===== config.mk =====
export PLATFORM = sky130hd
export DESIGN_NAME = spc_sleep_power_control
export DESIGN_NICKNAME = d
export VERILOG_FILES = /design/src/core/spc_pkg.sv /design/src/core/spc_timer_if.sv /design/src/core/spc_window_timer.sv /design/src/core/spc_sleep_power_control.sv
export VERILOG_INCLUDE_DIRS = /design/src /design/src/core
export SDC_FILE = /design/constraint.sdc
export NUM_CORES = 1
export LEC_CHECK = 0
export BUFFER_PORTS_ARGS = -buffer_cell sky130_fd_sc_hd__buf_4
export CORE_MARGIN = 5
export CORE_UTILIZATION = 53
export CTS_BUF_LIST = sky130_fd_sc_hd__clkbuf_2 sky130_fd_sc_hd__clkbuf_4 sky130_fd_sc_hd__clkbuf_8
export DETAILED_ROUTE_END_ITERATION = 10
export PLACE_DENSITY = 0.92
export SYNTH_ARGS = -nofsm -noshare
export SYNTH_HDL_FRONTEND = slang
export SYNTH_HIERARCHICAL = 1
export SYNTH_SLANG_ARGS = --single-unit

===== constraint.sdc =====
create_clock -name clock -period 5.69 [get_ports clock]
set_input_delay 1.707 -clock clock [delete_from_list [all_inputs] [get_ports clock]]
set_output_delay 1.707 -clock clock [all_outputs]
set_load 0.02 [all_outputs]

===== src/core/spc_defs.svh =====
// constants for the sleep and power control block: offsets, fields, resets and timing
`ifndef SPC_DEFS_SVH
`define SPC_DEFS_SVH

// ****************************************************************
// register offsets (data space) and the i/o window
// ****************************************************************
`define SPC_SLEEP_MODE_CONTROL_ADDR 8'h53
`define SPC_CORE_MISC_CONTROL_ADDR 8'h55
`define SPC_PRR_ADDR 8'h64
`define SPC_IO_OFFSET 8'h20
`define SPC_IO_LIMIT 8'h3F

// ****************************************************************
// field positions
// ****************************************************************
`define SPC_SE_BIT 0
`define SPC_SM_LSB 1
`define SPC_SM_MSB 3
`define SPC_VECTOR_CHANGE_UNLOCK_BIT 0
`define SPC_VECTOR_TABLE_SELECT_BIT 1
`define SPC_PUD_BIT 4
`define SPC_BROWNOUT_SLEEP_UNLOCK_BIT 5
`define SPC_BROWNOUT_SLEEP_DISABLE_BIT 6
`define SPC_PRR_ADC 0
`define SPC_PRR_USART 1
`define SPC_PRR_SPI 2
`define SPC_PRR_TIM1 3
`define SPC_PRR_UNUSED 4
`define SPC_PRR_TIM0 5
`define SPC_PRR_TIM2 6
`define SPC_PRR_TWI 7

// ****************************************************************
// reset values and writable masks
// ****************************************************************
`define SPC_SLEEP_MODE_CONTROL_RESET 8'h00
`define SPC_CORE_MISC_CONTROL_RESET 8'h00
`define SPC_PRR_RESET 8'h00
`define SPC_SLEEP_MODE_CONTROL_MASK 8'h0F
`define SPC_PRR_MASK 8'hEF

// ****************************************************************
// mode select codes
// ****************************************************************
`define SPC_SM_IDLE 3'h0
`define SPC_SM_NOISE 3'h1
`define SPC_SM_PDOWN 3'h2
`define SPC_SM_PSAVE 3'h3
`define SPC_SM_STANDBY 3'h6
`define SPC_SM_XSTANDBY 3'h7

// ****************************************************************
// timing counts in clock cycles
// ****************************************************************
`define SPC_UNLOCK_CYCLES 3'h4
`define SPC_BROWNOUT_SLEEP_DISABLE_DELAY 3'h3
`define SPC_BROWNOUT_SLEEP_DISABLE_HOLD 3'h3
`define SPC_FAST_WAKE_CYCLES 16'h0006
`define SPC_STARTUP_CYCLES 16'h0010

`endif


===== src/core/spc_pkg.sv =====
// types shared by the sleep and power control block
package spc_pkg;
  // decoded sleep mode
  typedef enum logic [2:0] {
    spc_idle, spc_noise, spc_pdown, spc_psave, spc_standby, spc_xstandby, spc_reserved
  } spc_mode_t;
  // sleep sequencer state
  typedef enum logic [1:0] {
    spc_awake, spc_asleep, spc_waking
  } spc_state_t;
endpackage


===== src/core/spc_timer_if.sv =====
// control wires between the power controller and one unlock window timer
`timescale 1ns/1ps
interface spc_timer_if;
  logic start;
  logic clear;
  logic active;
  modport ctrl (output start, output clear, input active);
  modport timer (input start, input clear, output active);
endinterface


===== src/core/spc_window_timer.sv =====
// unlock window timer: open for a fixed count of cycles after a start pulse
`timescale 1ns/1ps
`include "spc_defs.svh"
module spc_window_timer (
  // clock and reset
  input wire logic clock,
  input wire logic resetn,
  // control from the power controller
  spc_timer_if.timer tmr
);
  logic [2:0] count;

  // a new start restarts the window; clear wins so an early close is never missed
  always_ff @(posedge clock or negedge resetn) begin
    if (!resetn) begin
      count <= 3'h0;
    end else if (tmr.clear) begin
      count <= 3'h0;
    end else if (tmr.start) begin
      count <= `SPC_UNLOCK_CYCLES;
    end else if (count != 3'h0) begin
      count <= count - 3'h1;
    end
  end

  assign tmr.active = (count != 3'h0);

  // ****************************************************************
  // checks
  // ****************************************************************
  a_window_len: assert property (@(posedge clock) disable iff (!resetn)
    (tmr.start && !tmr.clear) ##1 (!tmr.start && !tmr.clear)[*4] |=> !tmr.active)
    else $error("unlock window longer than four cycles");
endmodule // spc_window_timer


===== src/core/spc_sleep_power_control.sv =====
// sleep mode sequencer, peripheral clock gating and timed unlock control bits
`timescale 1ns/1ps
`include "spc_defs.svh"
module spc_sleep_power_control (
  // clock and reset
  input wire logic clock,
  input wire logic resetn,
  // core register access
  input wire logic bus_sel,
  input wire logic bus_we,
  input wire logic bus_io,
  input wire logic [7:0] bus_addr,
  input wire logic [7:0] bus_wdata,
  output logic [7:0] bus_rdata,
  output logic bus_hit,
  // core sequencing
  input wire logic sleep_instr,
  input wire logic instr_done,
  input wire logic wake_event,
  output logic cpu_clk_en,
  output logic irq_mask,
  output logic [15:0] vector_base,
  // fuse configuration
  input wire logic xtal_selected,
  input wire logic debug_fuse_en,
  input wire logic brownout_level_fuses_en,
  input wire logic [15:0] boot_section_base,
  // clock domain enables
  output logic flash_clk_en,
  output logic io_clk_en,
  output logic adc_clk_en,
  output logic async_clk_en,
  output logic osc_en,
  // peripheral gating, bit order of the power reduction register
  output logic [7:0] periph_clk_en,
  output logic [7:0] periph_reg_block,
  // analog and safety blocks
  input wire logic adc_enable,
  input wire logic comparator_enable,
  input wire logic watchdog_enable,
  output logic adc_power_en,
  output logic comparator_power_en,
  output logic brownout_power_en,
  output logic watchdog_run,
  // port pins
  input wire logic [7:0] pin_direction_bit,
  input wire logic [7:0] pin_output_bit,
  input wire logic [7:0] wake_pin_mask,
  output logic [7:0] pullup_en,
  output logic [7:0] input_buffer_en,
  output logic pullup_global_off
);

  // ****************************************************************
  // register decode
  // ****************************************************************
  // io instructions see the same registers 0x20 lower; a miss maps to 0x00
  function automatic logic [7:0] spc_data_addr(input logic io, input logic [7:0] addr);
    if (!io) begin
      spc_data_addr = addr;
    end else if (addr <= `SPC_IO_LIMIT) begin
      spc_data_addr = addr + `SPC_IO_OFFSET;
    end else begin
      spc_data_addr = 8'h00;
    end
  endfunction

  function automatic spc_pkg::spc_mode_t spc_decode(input logic [2:0] code);
    case (code)
      `SPC_SM_IDLE: spc_decode = spc_pkg::spc_idle;
      `SPC_SM_NOISE: spc_decode = spc_pkg::spc_noise;
      `SPC_SM_PDOWN: spc_decode = spc_pkg::spc_pdown;
      `SPC_SM_PSAVE: spc_decode = spc_pkg::spc_psave;
      `SPC_SM_STANDBY: spc_decode = spc_pkg::spc_standby;
      `SPC_SM_XSTANDBY: spc_decode = spc_pkg::spc_xstandby;
      default: spc_decode = spc_pkg::spc_reserved;
    endcase
  endfunction

  logic [7:0] daddr;
  logic sleep_mode_control_wr;
  logic core_misc_control_wr;
  logic prr_wr;
  logic [7:0] sleep_mode_control;
  logic [7:0] power_reduction_reg;
  logic vector_table_select;
  logic brownout_sleep_disable;
  logic [2:0] brownout_sleep_disable_age;
  logic brownout_sleep_disable_active;
  logic bod_off_sleep;
  logic post_select;
  logic sleep_enable_bit;
  logic [2:0] sleep_mode_select;
  spc_pkg::spc_mode_t sel_mode;
  spc_pkg::spc_mode_t cur_mode;
  spc_pkg::spc_state_t state;
  logic [15:0] wake_cnt;
  logic take_sleep;
  logic fast_wake;
  logic asleep;
  logic deep;
  spc_timer_if brownout_sleep_disable_win ();
  spc_timer_if vector_change_unlock_win ();

  assign daddr = spc_data_addr(bus_io, bus_addr);
  assign sleep_mode_control_wr = bus_sel && bus_we && (daddr == `SPC_SLEEP_MODE_CONTROL_ADDR);
  assign core_misc_control_wr = bus_sel && bus_we && (daddr == `SPC_CORE_MISC_CONTROL_ADDR);
  assign prr_wr = bus_sel && bus_we && (daddr == `SPC_PRR_ADDR);
  assign sleep_enable_bit = sleep_mode_control[`SPC_SE_BIT];
  assign sleep_mode_select = sleep_mode_control[`SPC_SM_MSB:`SPC_SM_LSB];
  assign sel_mode = spc_decode(sleep_mode_select);

  // read data registered one cycle after the strobe; unmapped reads give zero
  always_ff @(posedge clock or negedge resetn) begin
    if (!resetn) begin
      bus_rdata <= 8'h00;
      bus_hit <= 1'b0;
    end else if (bus_sel && !bus_we) begin
      if (daddr == `SPC_SLEEP_MODE_CONTROL_ADDR) begin
        bus_rdata <= sleep_mode_control;
        bus_hit <= 1'b1;
      end else if (daddr == `SPC_CORE_MISC_CONTROL_ADDR) begin
        bus_rdata <= {1'b0, brownout_sleep_disable, brownout_sleep_disable_win.active, pullup_global_off,
                      2'b00, vector_table_select, vector_change_unlock_win.active};
        bus_hit <= 1'b1;
      end else if (daddr == `SPC_PRR_ADDR) begin
        bus_rdata <= power_reduction_reg;
        bus_hit <= 1'b1;
      end else begin
        bus_rdata <= 8'h00;
        bus_hit <= 1'b0;
      end
    end else begin
      bus_rdata <= 8'h00;
      bus_hit <= 1'b0;
    end
  end

  // plain read/write control registers
  always_ff @(posedge clock or negedge resetn) begin
    if (!resetn) begin
      sleep_mode_control <= `SPC_SLEEP_MODE_CONTROL_RESET;
      power_reduction_reg <= `SPC_PRR_RESET;
      pullup_global_off <= 1'(`SPC_CORE_MISC_CONTROL_RESET >> `SPC_PUD_BIT);
    end else begin
      if (sleep_mode_control_wr) begin
        sleep_mode_control <= bus_wdata & `SPC_SLEEP_MODE_CONTROL_MASK;
      end
      if (prr_wr) begin
        power_reduction_reg <= bus_wdata & `SPC_PRR_MASK;
      end
      if (core_misc_control_wr) begin
        pullup_global_off <= bus_wdata[`SPC_PUD_BIT];
      end
    end
  end

  // ****************************************************************
  // brown-out sleep disable
  // ****************************************************************
  spc_window_timer u_brownout_sleep_disable_win (
    .clock(clock),
    .resetn(resetn),
    .tmr(brownout_sleep_disable_win)
  );

  // unlock write opens the window; any other write only touches other bits
  assign brownout_sleep_disable_win.start = core_misc_control_wr && bus_wdata[`SPC_BROWNOUT_SLEEP_DISABLE_BIT] && bus_wdata[`SPC_BROWNOUT_SLEEP_UNLOCK_BIT];
  assign brownout_sleep_disable_win.clear = 1'b0;

  // bit reads one for six cycles; only the last three can disarm the detector
  always_ff @(posedge clock or negedge resetn) begin
    if (!resetn) begin
      brownout_sleep_disable <= 1'b0;
      brownout_sleep_disable_age <= 3'h0;
    end else if (core_misc_control_wr && bus_wdata[`SPC_BROWNOUT_SLEEP_DISABLE_BIT] && !bus_wdata[`SPC_BROWNOUT_SLEEP_UNLOCK_BIT] && brownout_sleep_disable_win.active) begin
      brownout_sleep_disable <= 1'b1;
      brownout_sleep_disable_age <= 3'h0;
    end else if (brownout_sleep_disable) begin
      if (brownout_sleep_disable_age == `SPC_BROWNOUT_SLEEP_DISABLE_DELAY + `SPC_BROWNOUT_SLEEP_DISABLE_HOLD - 3'h1) begin
        brownout_sleep_disable <= 1'b0;
      end
      brownout_sleep_disable_age <= brownout_sleep_disable_age + 3'h1;
    end
  end
  // a write outside the window never reaches the branch above
  assign brownout_sleep_disable_active = brownout_sleep_disable && (brownout_sleep_disable_age >= `SPC_BROWNOUT_SLEEP_DISABLE_DELAY);

  // ****************************************************************
  // interrupt vector relocation
  // ****************************************************************
  spc_window_timer u_vector_change_unlock_win (
    .clock(clock),
    .resetn(resetn),
    .tmr(vector_change_unlock_win)
  );

  assign vector_change_unlock_win.start = core_misc_control_wr && bus_wdata[`SPC_VECTOR_CHANGE_UNLOCK_BIT];
  assign vector_change_unlock_win.clear = core_misc_control_wr && !bus_wdata[`SPC_VECTOR_CHANGE_UNLOCK_BIT] && vector_change_unlock_win.active;

  // select changes only inside the window, with the unlock bit written as zero
  always_ff @(posedge clock or negedge resetn) begin
    if (!resetn) begin
      vector_table_select <= 1'b0;
    end else if (vector_change_unlock_win.clear) begin
      vector_table_select <= bus_wdata[`SPC_VECTOR_TABLE_SELECT_BIT];
    end
  end

  // mask lasts through the instruction after the select write
  always_ff @(posedge clock or negedge resetn) begin
    if (!resetn) begin
      post_select <= 1'b0;
    end else if (vector_change_unlock_win.clear) begin
      post_select <= 1'b1;
    end else if (instr_done) begin
      post_select <= 1'b0;
    end
  end

  // the status flag of the core is left alone; this only masks delivery
  assign irq_mask = vector_change_unlock_win.start || vector_change_unlock_win.active || post_select;
  assign vector_base = vector_table_select ? boot_section_base : 16'h0000;

  // ****************************************************************
  // sleep sequencer
  // ****************************************************************
  assign take_sleep = sleep_instr && sleep_enable_bit && (sel_mode != spc_pkg::spc_reserved);
  assign fast_wake = xtal_selected && ((cur_mode == spc_pkg::spc_standby) || (cur_mode == spc_pkg::spc_xstandby));

  always_ff @(posedge clock or negedge resetn) begin
    if (!resetn) begin
      state <= spc_pkg::spc_awake;
      cur_mode <= spc_pkg::spc_idle;
      wake_cnt <= 16'h0000;
    end else begin
      case (state)
        spc_pkg::spc_awake: begin
          if (take_sleep && state == spc_pkg::spc_awake) begin
            state <= spc_pkg::spc_asleep;
            cur_mode <= sel_mode;
          end
        end
        spc_pkg::spc_asleep: begin
          if (wake_event) begin
            state <= spc_pkg::spc_waking;
            wake_cnt <= fast_wake ? `SPC_FAST_WAKE_CYCLES - 16'h0001 : `SPC_STARTUP_CYCLES - 16'h0001;
          end
        end
        spc_pkg::spc_waking: begin
          if (wake_cnt == 16'h0000) begin
            state <= spc_pkg::spc_awake;
          end else begin
            wake_cnt <= wake_cnt - 16'h0001;
          end
        end
        default: begin
          state <= spc_pkg::spc_awake;
        end
      endcase
    end
  end

  // brown-out disarm is latched by the sleep that finds the bit active
  always_ff @(posedge clock or negedge resetn) begin
    if (!resetn) begin
      bod_off_sleep <= 1'b0;
    end else if (state == spc_pkg::spc_awake) begin
      bod_off_sleep <= take_sleep && brownout_sleep_disable_active;
    end
  end

  // ****************************************************************
  // clock domain and power outputs
  // ****************************************************************
  assign asleep = (state != spc_pkg::spc_awake);
  assign cpu_clk_en = !asleep;
  assign flash_clk_en = !asleep;
  assign io_clk_en = !asleep || (cur_mode == spc_pkg::spc_idle);
  assign adc_clk_en = io_clk_en || (cur_mode == spc_pkg::spc_noise);
  // timer 2 oscillator keeps running in the saving modes
  assign async_clk_en = adc_clk_en || (cur_mode == spc_pkg::spc_psave) || (cur_mode == spc_pkg::spc_xstandby);
  // without a crystal the standby codes stop the oscillator like the modes they copy
  assign osc_en = adc_clk_en || debug_fuse_en || fast_wake || (state == spc_pkg::spc_waking);
  assign deep = !io_clk_en && !adc_clk_en;

  // gating only narrows a running io clock; a cleared bit resumes frozen state
  assign periph_clk_en = {8{io_clk_en}} & ~power_reduction_reg & `SPC_PRR_MASK;
  assign periph_reg_block = power_reduction_reg;

  assign adc_power_en = adc_enable;
  assign comparator_power_en = comparator_enable && adc_clk_en;
  assign brownout_power_en = brownout_level_fuses_en && !(asleep && bod_off_sleep);
  assign watchdog_run = watchdog_enable;
  assign input_buffer_en = deep ? wake_pin_mask : 8'hFF;
  assign pullup_en = ~pin_direction_bit & pin_output_bit & {8{!pullup_global_off}};

  // ****************************************************************
  // checks
  // ****************************************************************
  a_sleep_gated: assert property (@(posedge clock) disable iff (!resetn)
    (state == spc_pkg::spc_awake && sleep_instr && !sleep_enable_bit) |=> (state == spc_pkg::spc_awake))
    else $error("sleep taken without enable");
  a_reserved_ignored: assert property (@(posedge clock) disable iff (!resetn)
    (state == spc_pkg::spc_awake && sel_mode == spc_pkg::spc_reserved) |=> !asleep)
    else $error("reserved mode entered");
  a_fast_wake: assert property (@(posedge clock) disable iff (!resetn)
    (state == spc_pkg::spc_asleep && wake_event && fast_wake) |-> (!cpu_clk_en)[*7] ##1 cpu_clk_en)
    else $error("standby wake not six cycles");
  a_gate_follows: assert property (@(posedge clock) disable iff (!resetn)
    prr_wr |=> (periph_reg_block == $past(bus_wdata & `SPC_PRR_MASK)))
    else $error("gate bits not stored");
  a_deep_gated: assert property (@(posedge clock) disable iff (!resetn)
    (asleep && cur_mode != spc_pkg::spc_idle) |-> (periph_clk_en == 8'h00))
    else $error("peripheral clock runs in deep sleep");
  a_comp_off: assert property (@(posedge clock) disable iff (!resetn)
    (asleep && (cur_mode == spc_pkg::spc_pdown || cur_mode == spc_pkg::spc_standby)) |-> !comparator_power_en)
    else $error("comparator left on");
  a_bod_kept: assert property (@(posedge clock) disable iff (!resetn)
    (brownout_level_fuses_en && !bod_off_sleep) |-> brownout_power_en)
    else $error("brown-out dropped without disable");
  a_brownout_sleep_disable_timing: assert property (@(posedge clock) disable iff (!resetn)
    ($rose(brownout_sleep_disable) && !core_misc_control_wr) ##1 (!core_misc_control_wr)[*5] |->
    ($past(brownout_sleep_disable_active, 2) && !$past(brownout_sleep_disable_active, 3)) ##1 !brownout_sleep_disable)
    else $error("brown-out disable timing wrong");
  a_brownout_sleep_disable_ignored: assert property (@(posedge clock) disable iff (!resetn)
    (core_misc_control_wr && !brownout_sleep_disable_win.active && !brownout_sleep_disable && !bus_wdata[`SPC_BROWNOUT_SLEEP_UNLOCK_BIT]) |=> !brownout_sleep_disable)
    else $error("untimed brown-out disable accepted");
  a_vector_change_unlock_expire: assert property (@(posedge clock) disable iff (!resetn)
    ($rose(vector_change_unlock_win.active) && !core_misc_control_wr) ##1 (!core_misc_control_wr)[*3] |=> !vector_change_unlock_win.active)
    else $error("vector unlock not cleared");
  a_irq_masked: assert property (@(posedge clock) disable iff (!resetn)
    $fell(vector_change_unlock_win.active) && $past(vector_change_unlock_win.clear) |-> irq_mask)
    else $error("interrupts unmasked right after select write");
  a_inbuf_off: assert property (@(posedge clock) disable iff (!resetn)
    (asleep && cur_mode == spc_pkg::spc_pdown) |-> (input_buffer_en == wake_pin_mask))
    else $error("input buffers on in deep sleep");
  a_osc_debug: assert property (@(posedge clock) disable iff (!resetn)
    debug_fuse_en |-> osc_en)
    else $error("oscillator stopped with debug");
  c_standby_wake: cover property (@(posedge clock) disable iff (!resetn)
    state == spc_pkg::spc_asleep && fast_wake && wake_event);
  c_bod_disarmed: cover property (@(posedge clock) disable iff (!resetn)
    asleep && !brownout_power_en && brownout_level_fuses_en);
  c_vector_moved: cover property (@(posedge clock) disable iff (!resetn)
    $rose(vector_table_select));
endmodule // spc_sleep_power_control


==> results.tsv, run 1 <==
metric	value	unit
critical_path.max_fanout	7	
ir_drop	0.153	mV
first_global_vias	3152	
synth_ff_type	dfrtp_1	
worstHoldPathType	reg2reg	
max_freq	0.189	GHz
drc	0	
ys_warn_count	6	
tightest_slew	863	ps
clockBufferDepth	2	
gr-total-overflow	0	
synth_edf_count	0	
final_core_util	73.4	%
start_util	54.8	%
endpoint_kind	output pin	
io_buffer_count	132	
critPathLaunchType	primary input	
postRouteAntennaNets	0	
syn_to_final_growth	33.9	%
finalHoldViolations	0	
maxCapViolCount	0	
nets	547	
core	5960	um2
synth-async-reset-ratio	100	%
stdcell_area	4370	um2
post-route-min-period	5290	ps
p_leak	2.04	nW
syn_area_per_cell	9.59	um2
powerDensity	248	nW/um2
rows	28	
ys_seq_elements	55	
drive_above_1_share	35.9	%
seqPwrFrac	47.3	%
die_x	88.5	um
cts-buffers-inserted	5	
combPwrFrac	31.6	%
rsz0062_at_grt	false	
synth_cell_types	59	
cts_sinks	55	
nFillCells	429	
syn_inst	340	
p_clk_share	21.2	%
dr.first_iter.drc_count	177	
fin_tns_setup	0	ps
wire_per_inst	16.6	um
insertedDiodeCount	0	
cts_resized	0	
hpwlAfterDp	7210	um
dieArea	7820	um2
routed_via_density	5.73	
fin_crit_sh	92.9	%
ios	139	
grt_pass1_wl	14400	um
cts_tree	yes	
cts_root_buffer	clkbuf_8	
synth.cell_area	3260	um2
switching_share	34.8	%
internal_power	0.000708	W
grt_max_degree	56	
antenna_found_initial	0	
wl	9040	um
instances_no_fill	543	
clk_latency	320	ps
gp_congestion	0.864	
dpl-instance-area	4270	um2
critical_path_class	in2out	
dp.cells	535	
ys_seq_area_share	42.2	%
cts_hold_buf	0	
grt_usage	23.7	%
p_total	0.00109	W
switching_power	0.000377	W
dr.pass1.iters	4	
clkTransAtPathRegs	100	ps
die_h	88.5	um
finalClockSkew	10.7	ps
max_slew_margin	41.8	%
htree_levels	2	
status	complete, no violations	
cp.required	3980	ps
route.vias.total	3109	
setup_viol	0	
drv_slew	0	
postCtsSetupBuffers	0	
crit_arrival	3580	ps
==> cell type report <==
class	instances	area [um2]	share of cell area [%]
timing repair buffer	132	991	22.7
clock buffer	5	68.8	1.58
inverter	18	67.6	1.55
sequential	55	1380	31.5
tap	75	93.8	2.15
clock inverter	3	27.5	0.630
multi-input combinational	255	1740	39.9
==> logic make-up (layout without fill, tap and decap cells) <==
| group | Yosys count | after routing | share of synthesized area, % |
|---|---|---|---|
| XOR/XNOR | 4 | 4 | 1.07 |
| buffers and inverters | 34 | 158 | 4.79 |
| multiplexers | 21 | 21 | 7.02 |
| flip-flops | 55 | 55 | 42.2 |
| other | 1 | 5 | 0.115 |
| AND/OR/NAND/NOR | 152 | 152 | 26.4 |
| AO/OA/AOI/OAI | 63 | 63 | 14.6 |
| adder cells (fa/ha/maj) | 10 | 10 | 3.84 |
==> Yosys cell counts, types with 2 or more instances <==
cell type	instances	area share, %
mux2_2	10	3.5
nand2b_1	5	0.96
or3_1	3	0.58
a221oi_1	4	1.1
o211ai_1	5	1.2
and2_1	19	3.6
ha_1	10	3.8
o31ai_1	3	0.69
nand2_1	29	3.3
xnor2_1	3	0.81
nor4b_1	4	1.1
and3_1	2	0.38
nand3_1	4	0.61
clkbuf_1	6	0.69
buf_2	2	0.31
or2_2	9	1.7
nand3b_1	6	1.4
nor3_1	5	0.77
a21oi_1	14	2.1
nor4_1	10	1.9
dfrtp_1	55	42
buf_4	5	1.2
nor2b_1	4	0.77
nor2_1	27	3.1
inv_1	18	2.1
nor2_2	2	0.38
o21ai_0	12	1.8
nand4_1	3	0.58
nor3b_1	9	2.1
buf_1	2	0.23
a2111oi_2	3	1.4
nand2b_4	2	0.84
a211oi_1	5	1.2
mux2i_1	6	1.8
a31oi_1	2	0.38
or4_1	3	0.69
a211o_1	3	0.81
mux2_1	5	1.7
==> per-layer routing <==
layer	up-vias	GRT usage, %	part of all wire, %
met3	29	6.05	8.2
met4	0	9.20	2.7
li1	1463	-	-
met5	-	0	0
met1	1452	26.8	38
met2	165	42.8	51
==> worst max-delay path, cell delays in order <==
cell and delay (ps):
buf_4 130, ha_1 290, nor4bb_1 380, nand3_1 350, a211oi_1 400, a211o_1 180
buf_4 130
==> final timing paths <==
path                       cells after the start             to  slack (ps)           from
max                                            7       irq_mask         400    bus_addr[5]
min                                            2  bod_off_sleep         480  bod_off_sleep
max reg2reg                                    6    wake_cnt[1]        3580    wake_cnt[0]
min reg2reg                                    2  bod_off_sleep         480  bod_off_sleep
max in group asynchronous                      1    cur_mode[2]        3820         resetn
min in group asynchronous                      1   wake_cnt[14]        1410         resetn
==> layout by cell type, fill, tap and decap left out, drive strengths merged, types with 4 or more instances in the layout <==
master | Yosys | routed
a21oi | 14 | 14
o21ai | 12 | 12
a211oi | 5 | 5
nor4b | 4 | 4
nand3b | 6 | 6
a221oi | 4 | 4
mux2i | 6 | 6
conb | 1 | 5
or2 | 10 | 10
and2 | 19 | 19
nor4 | 10 | 10
nor2 | 29 | 29
nand2 | 29 | 29
inv | 18 | 20
nand3 | 4 | 4
mux2 | 15 | 15
nor2b | 4 | 4
buf | 10 | 132
ha | 10 | 10
nand2b | 7 | 7
nor3b | 9 | 9
a2111oi | 4 | 4
clkbuf | 6 | 5
dfrtp | 55 | 55
o211ai | 5 | 5
nor3 | 5 | 5
==> through the flow <==
stage	setup WS (ps)	hold WS, ps
6_report	403	484
5_1_grt	203	536
4_1_cts	417	488
3_5_place_dp	430	463
3_3_place_gp	527	462
2_1_floorplan	829	437
==> sequential cells by signal (all words and copies together) (netlist names), 2 cells and up <==
name                                cells
sleep_mode_control                      4
brownout_sleep_disable_age              3
bus_rdata                               8
cur_mode                                3
u_vector_change_unlock_win/count        3
wake_cnt                               16
periph_reg_block                        7
state                                   2
u_brownout_sleep_disable_win/count      3
==> power by group through the flow <==
stage / logic [W] / registers (W) / clock network, W
final: 0.000343 / 0.000513 / 0.000230
after global routing: 0.000381 / 0.000520 / 0.000249
after CTS: 0.000342 / 0.000510 / 0.000234
after detailed placement: 0.000340 / 0.000516 / 0
after global placement: 0.000320 / 0.000512 / 0
after floorplan: 0.000238 / 0.000503 / 0
Note: power is estimated with default switching activity, not from simulation.
==> run 2, diff against run 1 <==
--- a/config.mk
+++ b/config.mk
@@ -8,10 +8,10 @@
 export LEC_CHECK = 0
 export BUFFER_PORTS_ARGS = -buffer_cell sky130_fd_sc_hd__buf_4
 export CORE_MARGIN = 5
-export CORE_UTILIZATION = 53
+export CORE_UTILIZATION = 40
 export CTS_BUF_LIST = sky130_fd_sc_hd__clkbuf_2 sky130_fd_sc_hd__clkbuf_4 sky130_fd_sc_hd__clkbuf_8
 export DETAILED_ROUTE_END_ITERATION = 10
-export PLACE_DENSITY = 0.92
+export PLACE_DENSITY = 0.73
 export SYNTH_ARGS = -nofsm -noshare
 export SYNTH_HDL_FRONTEND = slang
 export SYNTH_HIERARCHICAL = 1
==> results.tsv, run 2 (synthesis results as in run 1) <==
metric	value	unit	change
status	complete, no violations		
clockBufferDepth	2		unchanged
largest_reg_flops	16		unchanged
r2r-start	wake_cnt[2]		
postRouteAntennaNets	0		unchanged
die_x	100	um	+13%
top_register	wake_cnt		
dp.cells	566		+5.8%
hpwlAfterDp	6890	um	-4.4%
cp.required	3980	ps	about the same
dr.pass1.iters	4		unchanged
reg2reg_setup_slack	3590	ps	about the same
timing.hold.ws	507	ps	+22.9 ps
cts_tree	yes		
clk_latency	320	ps	about the same
holdPathStages	2		unchanged
dr.first_iter.drc_count	101		-43%
hp-start	bod_off_sleep		
worstHoldPathType	reg2reg		
post-route-min-period	5190	ps	-97.4 ps
p_leak	2.05	nW	+0.47%
cts_sinks	55		unchanged
r2r_end	wake_cnt[15]		
cts_resized	0		unchanged
reg2reg_depth	4		-2
clkTransAtPathRegs	120	ps	+20 ps
min_to	bod_off_sleep		
instances_no_fill	574		+5.7%
finalClockSkew	16.5	ps	+5.78 ps
drv_slew	0		unchanged
fin_tns_setup	0	ps	unchanged
gr-total-overflow	0		unchanged
antenna_found_initial	0		unchanged
start_util	40.3	%	-14 points
gp_congestion	0.863		-0.14%
critPathLaunchType	primary input		
cts_root_buffer	clkbuf_8		
dieArea	10100	um2	+29%
drive_above_1_share	36.0	%	+0.14 points
wl	8590	um	-5.0%
tightest_slew	839	ps	-24.8 ps
p_total	0.00107	W	-0.99%
grt_max_degree	56		unchanged
multi_input_area	1740	um2	unchanged
layout_common_cells	buf_4, dfrtp_1, nand2_1, nor2_1, and2_1		
syn_to_final_growth	35.4	%	
fin_crit_sh	91.2	%	-1.7 points
maxCapViolCount	0		unchanged
powerDensity	243	nW/um2	-2.1%
endpoint_kind	output pin		
postCtsSetupBuffers	0		unchanged
nets	548		+0.18%
insertedDiodeCount	0		unchanged
rsz0062_at_grt	false		
critical_path_class	in2out		
core	8090	um2	+36%
finalHoldViolations	0		unchanged
crit_arrival	3480	ps	-100 ps
io_buffer_count	132		unchanged
max_slew_margin	43.5	%	+1.7 points
ios	139		unchanged
die_h	100	um	+13%
nFillCells	744		+73%
grt_pass1_wl	14200	um	-2.0%
drc	0		unchanged
seq_area	1380	um2	unchanged
cts_hold_buf	0		unchanged
final_common_cell	buf_4		
wire_per_inst	15.0	um	-10%
routed_via_density	5.25		-8.3%
max_freq	0.193	GHz	+1.9%
critical_path.max_fanout	7		unchanged
first_global_vias	3014		-4.4%
grt_usage	17.0	%	-6.7 points
setup_viol	0		unchanged
htree_levels	2		unchanged
route.vias.total	3013		-3.1%
cts-buffers-inserted	5		unchanged
rows	33		+18%
ir_drop	0.110	mV	-28%
run 2: cell count changes in the layout (fill, tap and decap cells not counted), sizes merged:
cell / before / now
clkinvlp: 1 / 0
clkinv: 0 / 1
buf: 132 / 133
run 2: final cells by class:
cell class / count / share of cell area (%)
clock inverter: 3 / 0.708
sequential: 55 / 31.2
inverter: 18 / 1.53
multi-input combinational: 255 / 39.5
timing repair buffer: 133 / 22.6
clock buffer: 5 / 1.56
tap: 105 / 2.97
run 2: per-layer routing:
| metal | part of all wire (%) | track usage (%) | wire length [um] | vias to the layer above |
|---|---|---|---|---|
| li1 | - | - | - | 1473 |
| met4 | 1.1 | 3.94 | 93 | 0 |
| met2 | 50 | 29.0 | 4320 | 102 |
| met1 | 42 | 21.7 | 3580 | 1428 |
| met3 | 6.8 | 4.38 | 588 | 10 |
| met5 | 0 | 0 | 0 | - |
run 2: worst max-delay path by stage:
stage                           start  endpoint  slack (ps)  depth (start not counted)
after floorplan           bus_addr[5]  irq_mask         830                          5
after global placement    bus_addr[7]  irq_mask         490                          6
after detailed placement  bus_addr[7]  irq_mask         450                          6
after CTS                 bus_addr[7]  irq_mask         450                          6
after global routing      bus_addr[7]  irq_mask         370                          6
final                     bus_addr[7]  irq_mask         500                          6
run 2: critical path, cell delays in order:
cell and delay (ps):
buf_4 110, or4b_1 530, or2_0 380, a211oi_1 430
a211o_1 190, buf_4 140
run 2: power by group:
part           total [W]  internal, W  switching [W]  leakage (nW)
registers       0.000510     0.000449      0.0000606         0.710
logic           0.000329     0.000165       0.000164          1.29
clock network   0.000236    0.0000939       0.000142        0.0522
run 2: through the flow:
stage	cell area, um2	util [%]	worst slack (ps)
after floorplan	3280	-	829
after global placement	4320	53.4	494
after detailed placement	4320	53.4	454
after CTS	4420	54.6	453
after global routing	4420	54.6	375
final	4420	54.6	501
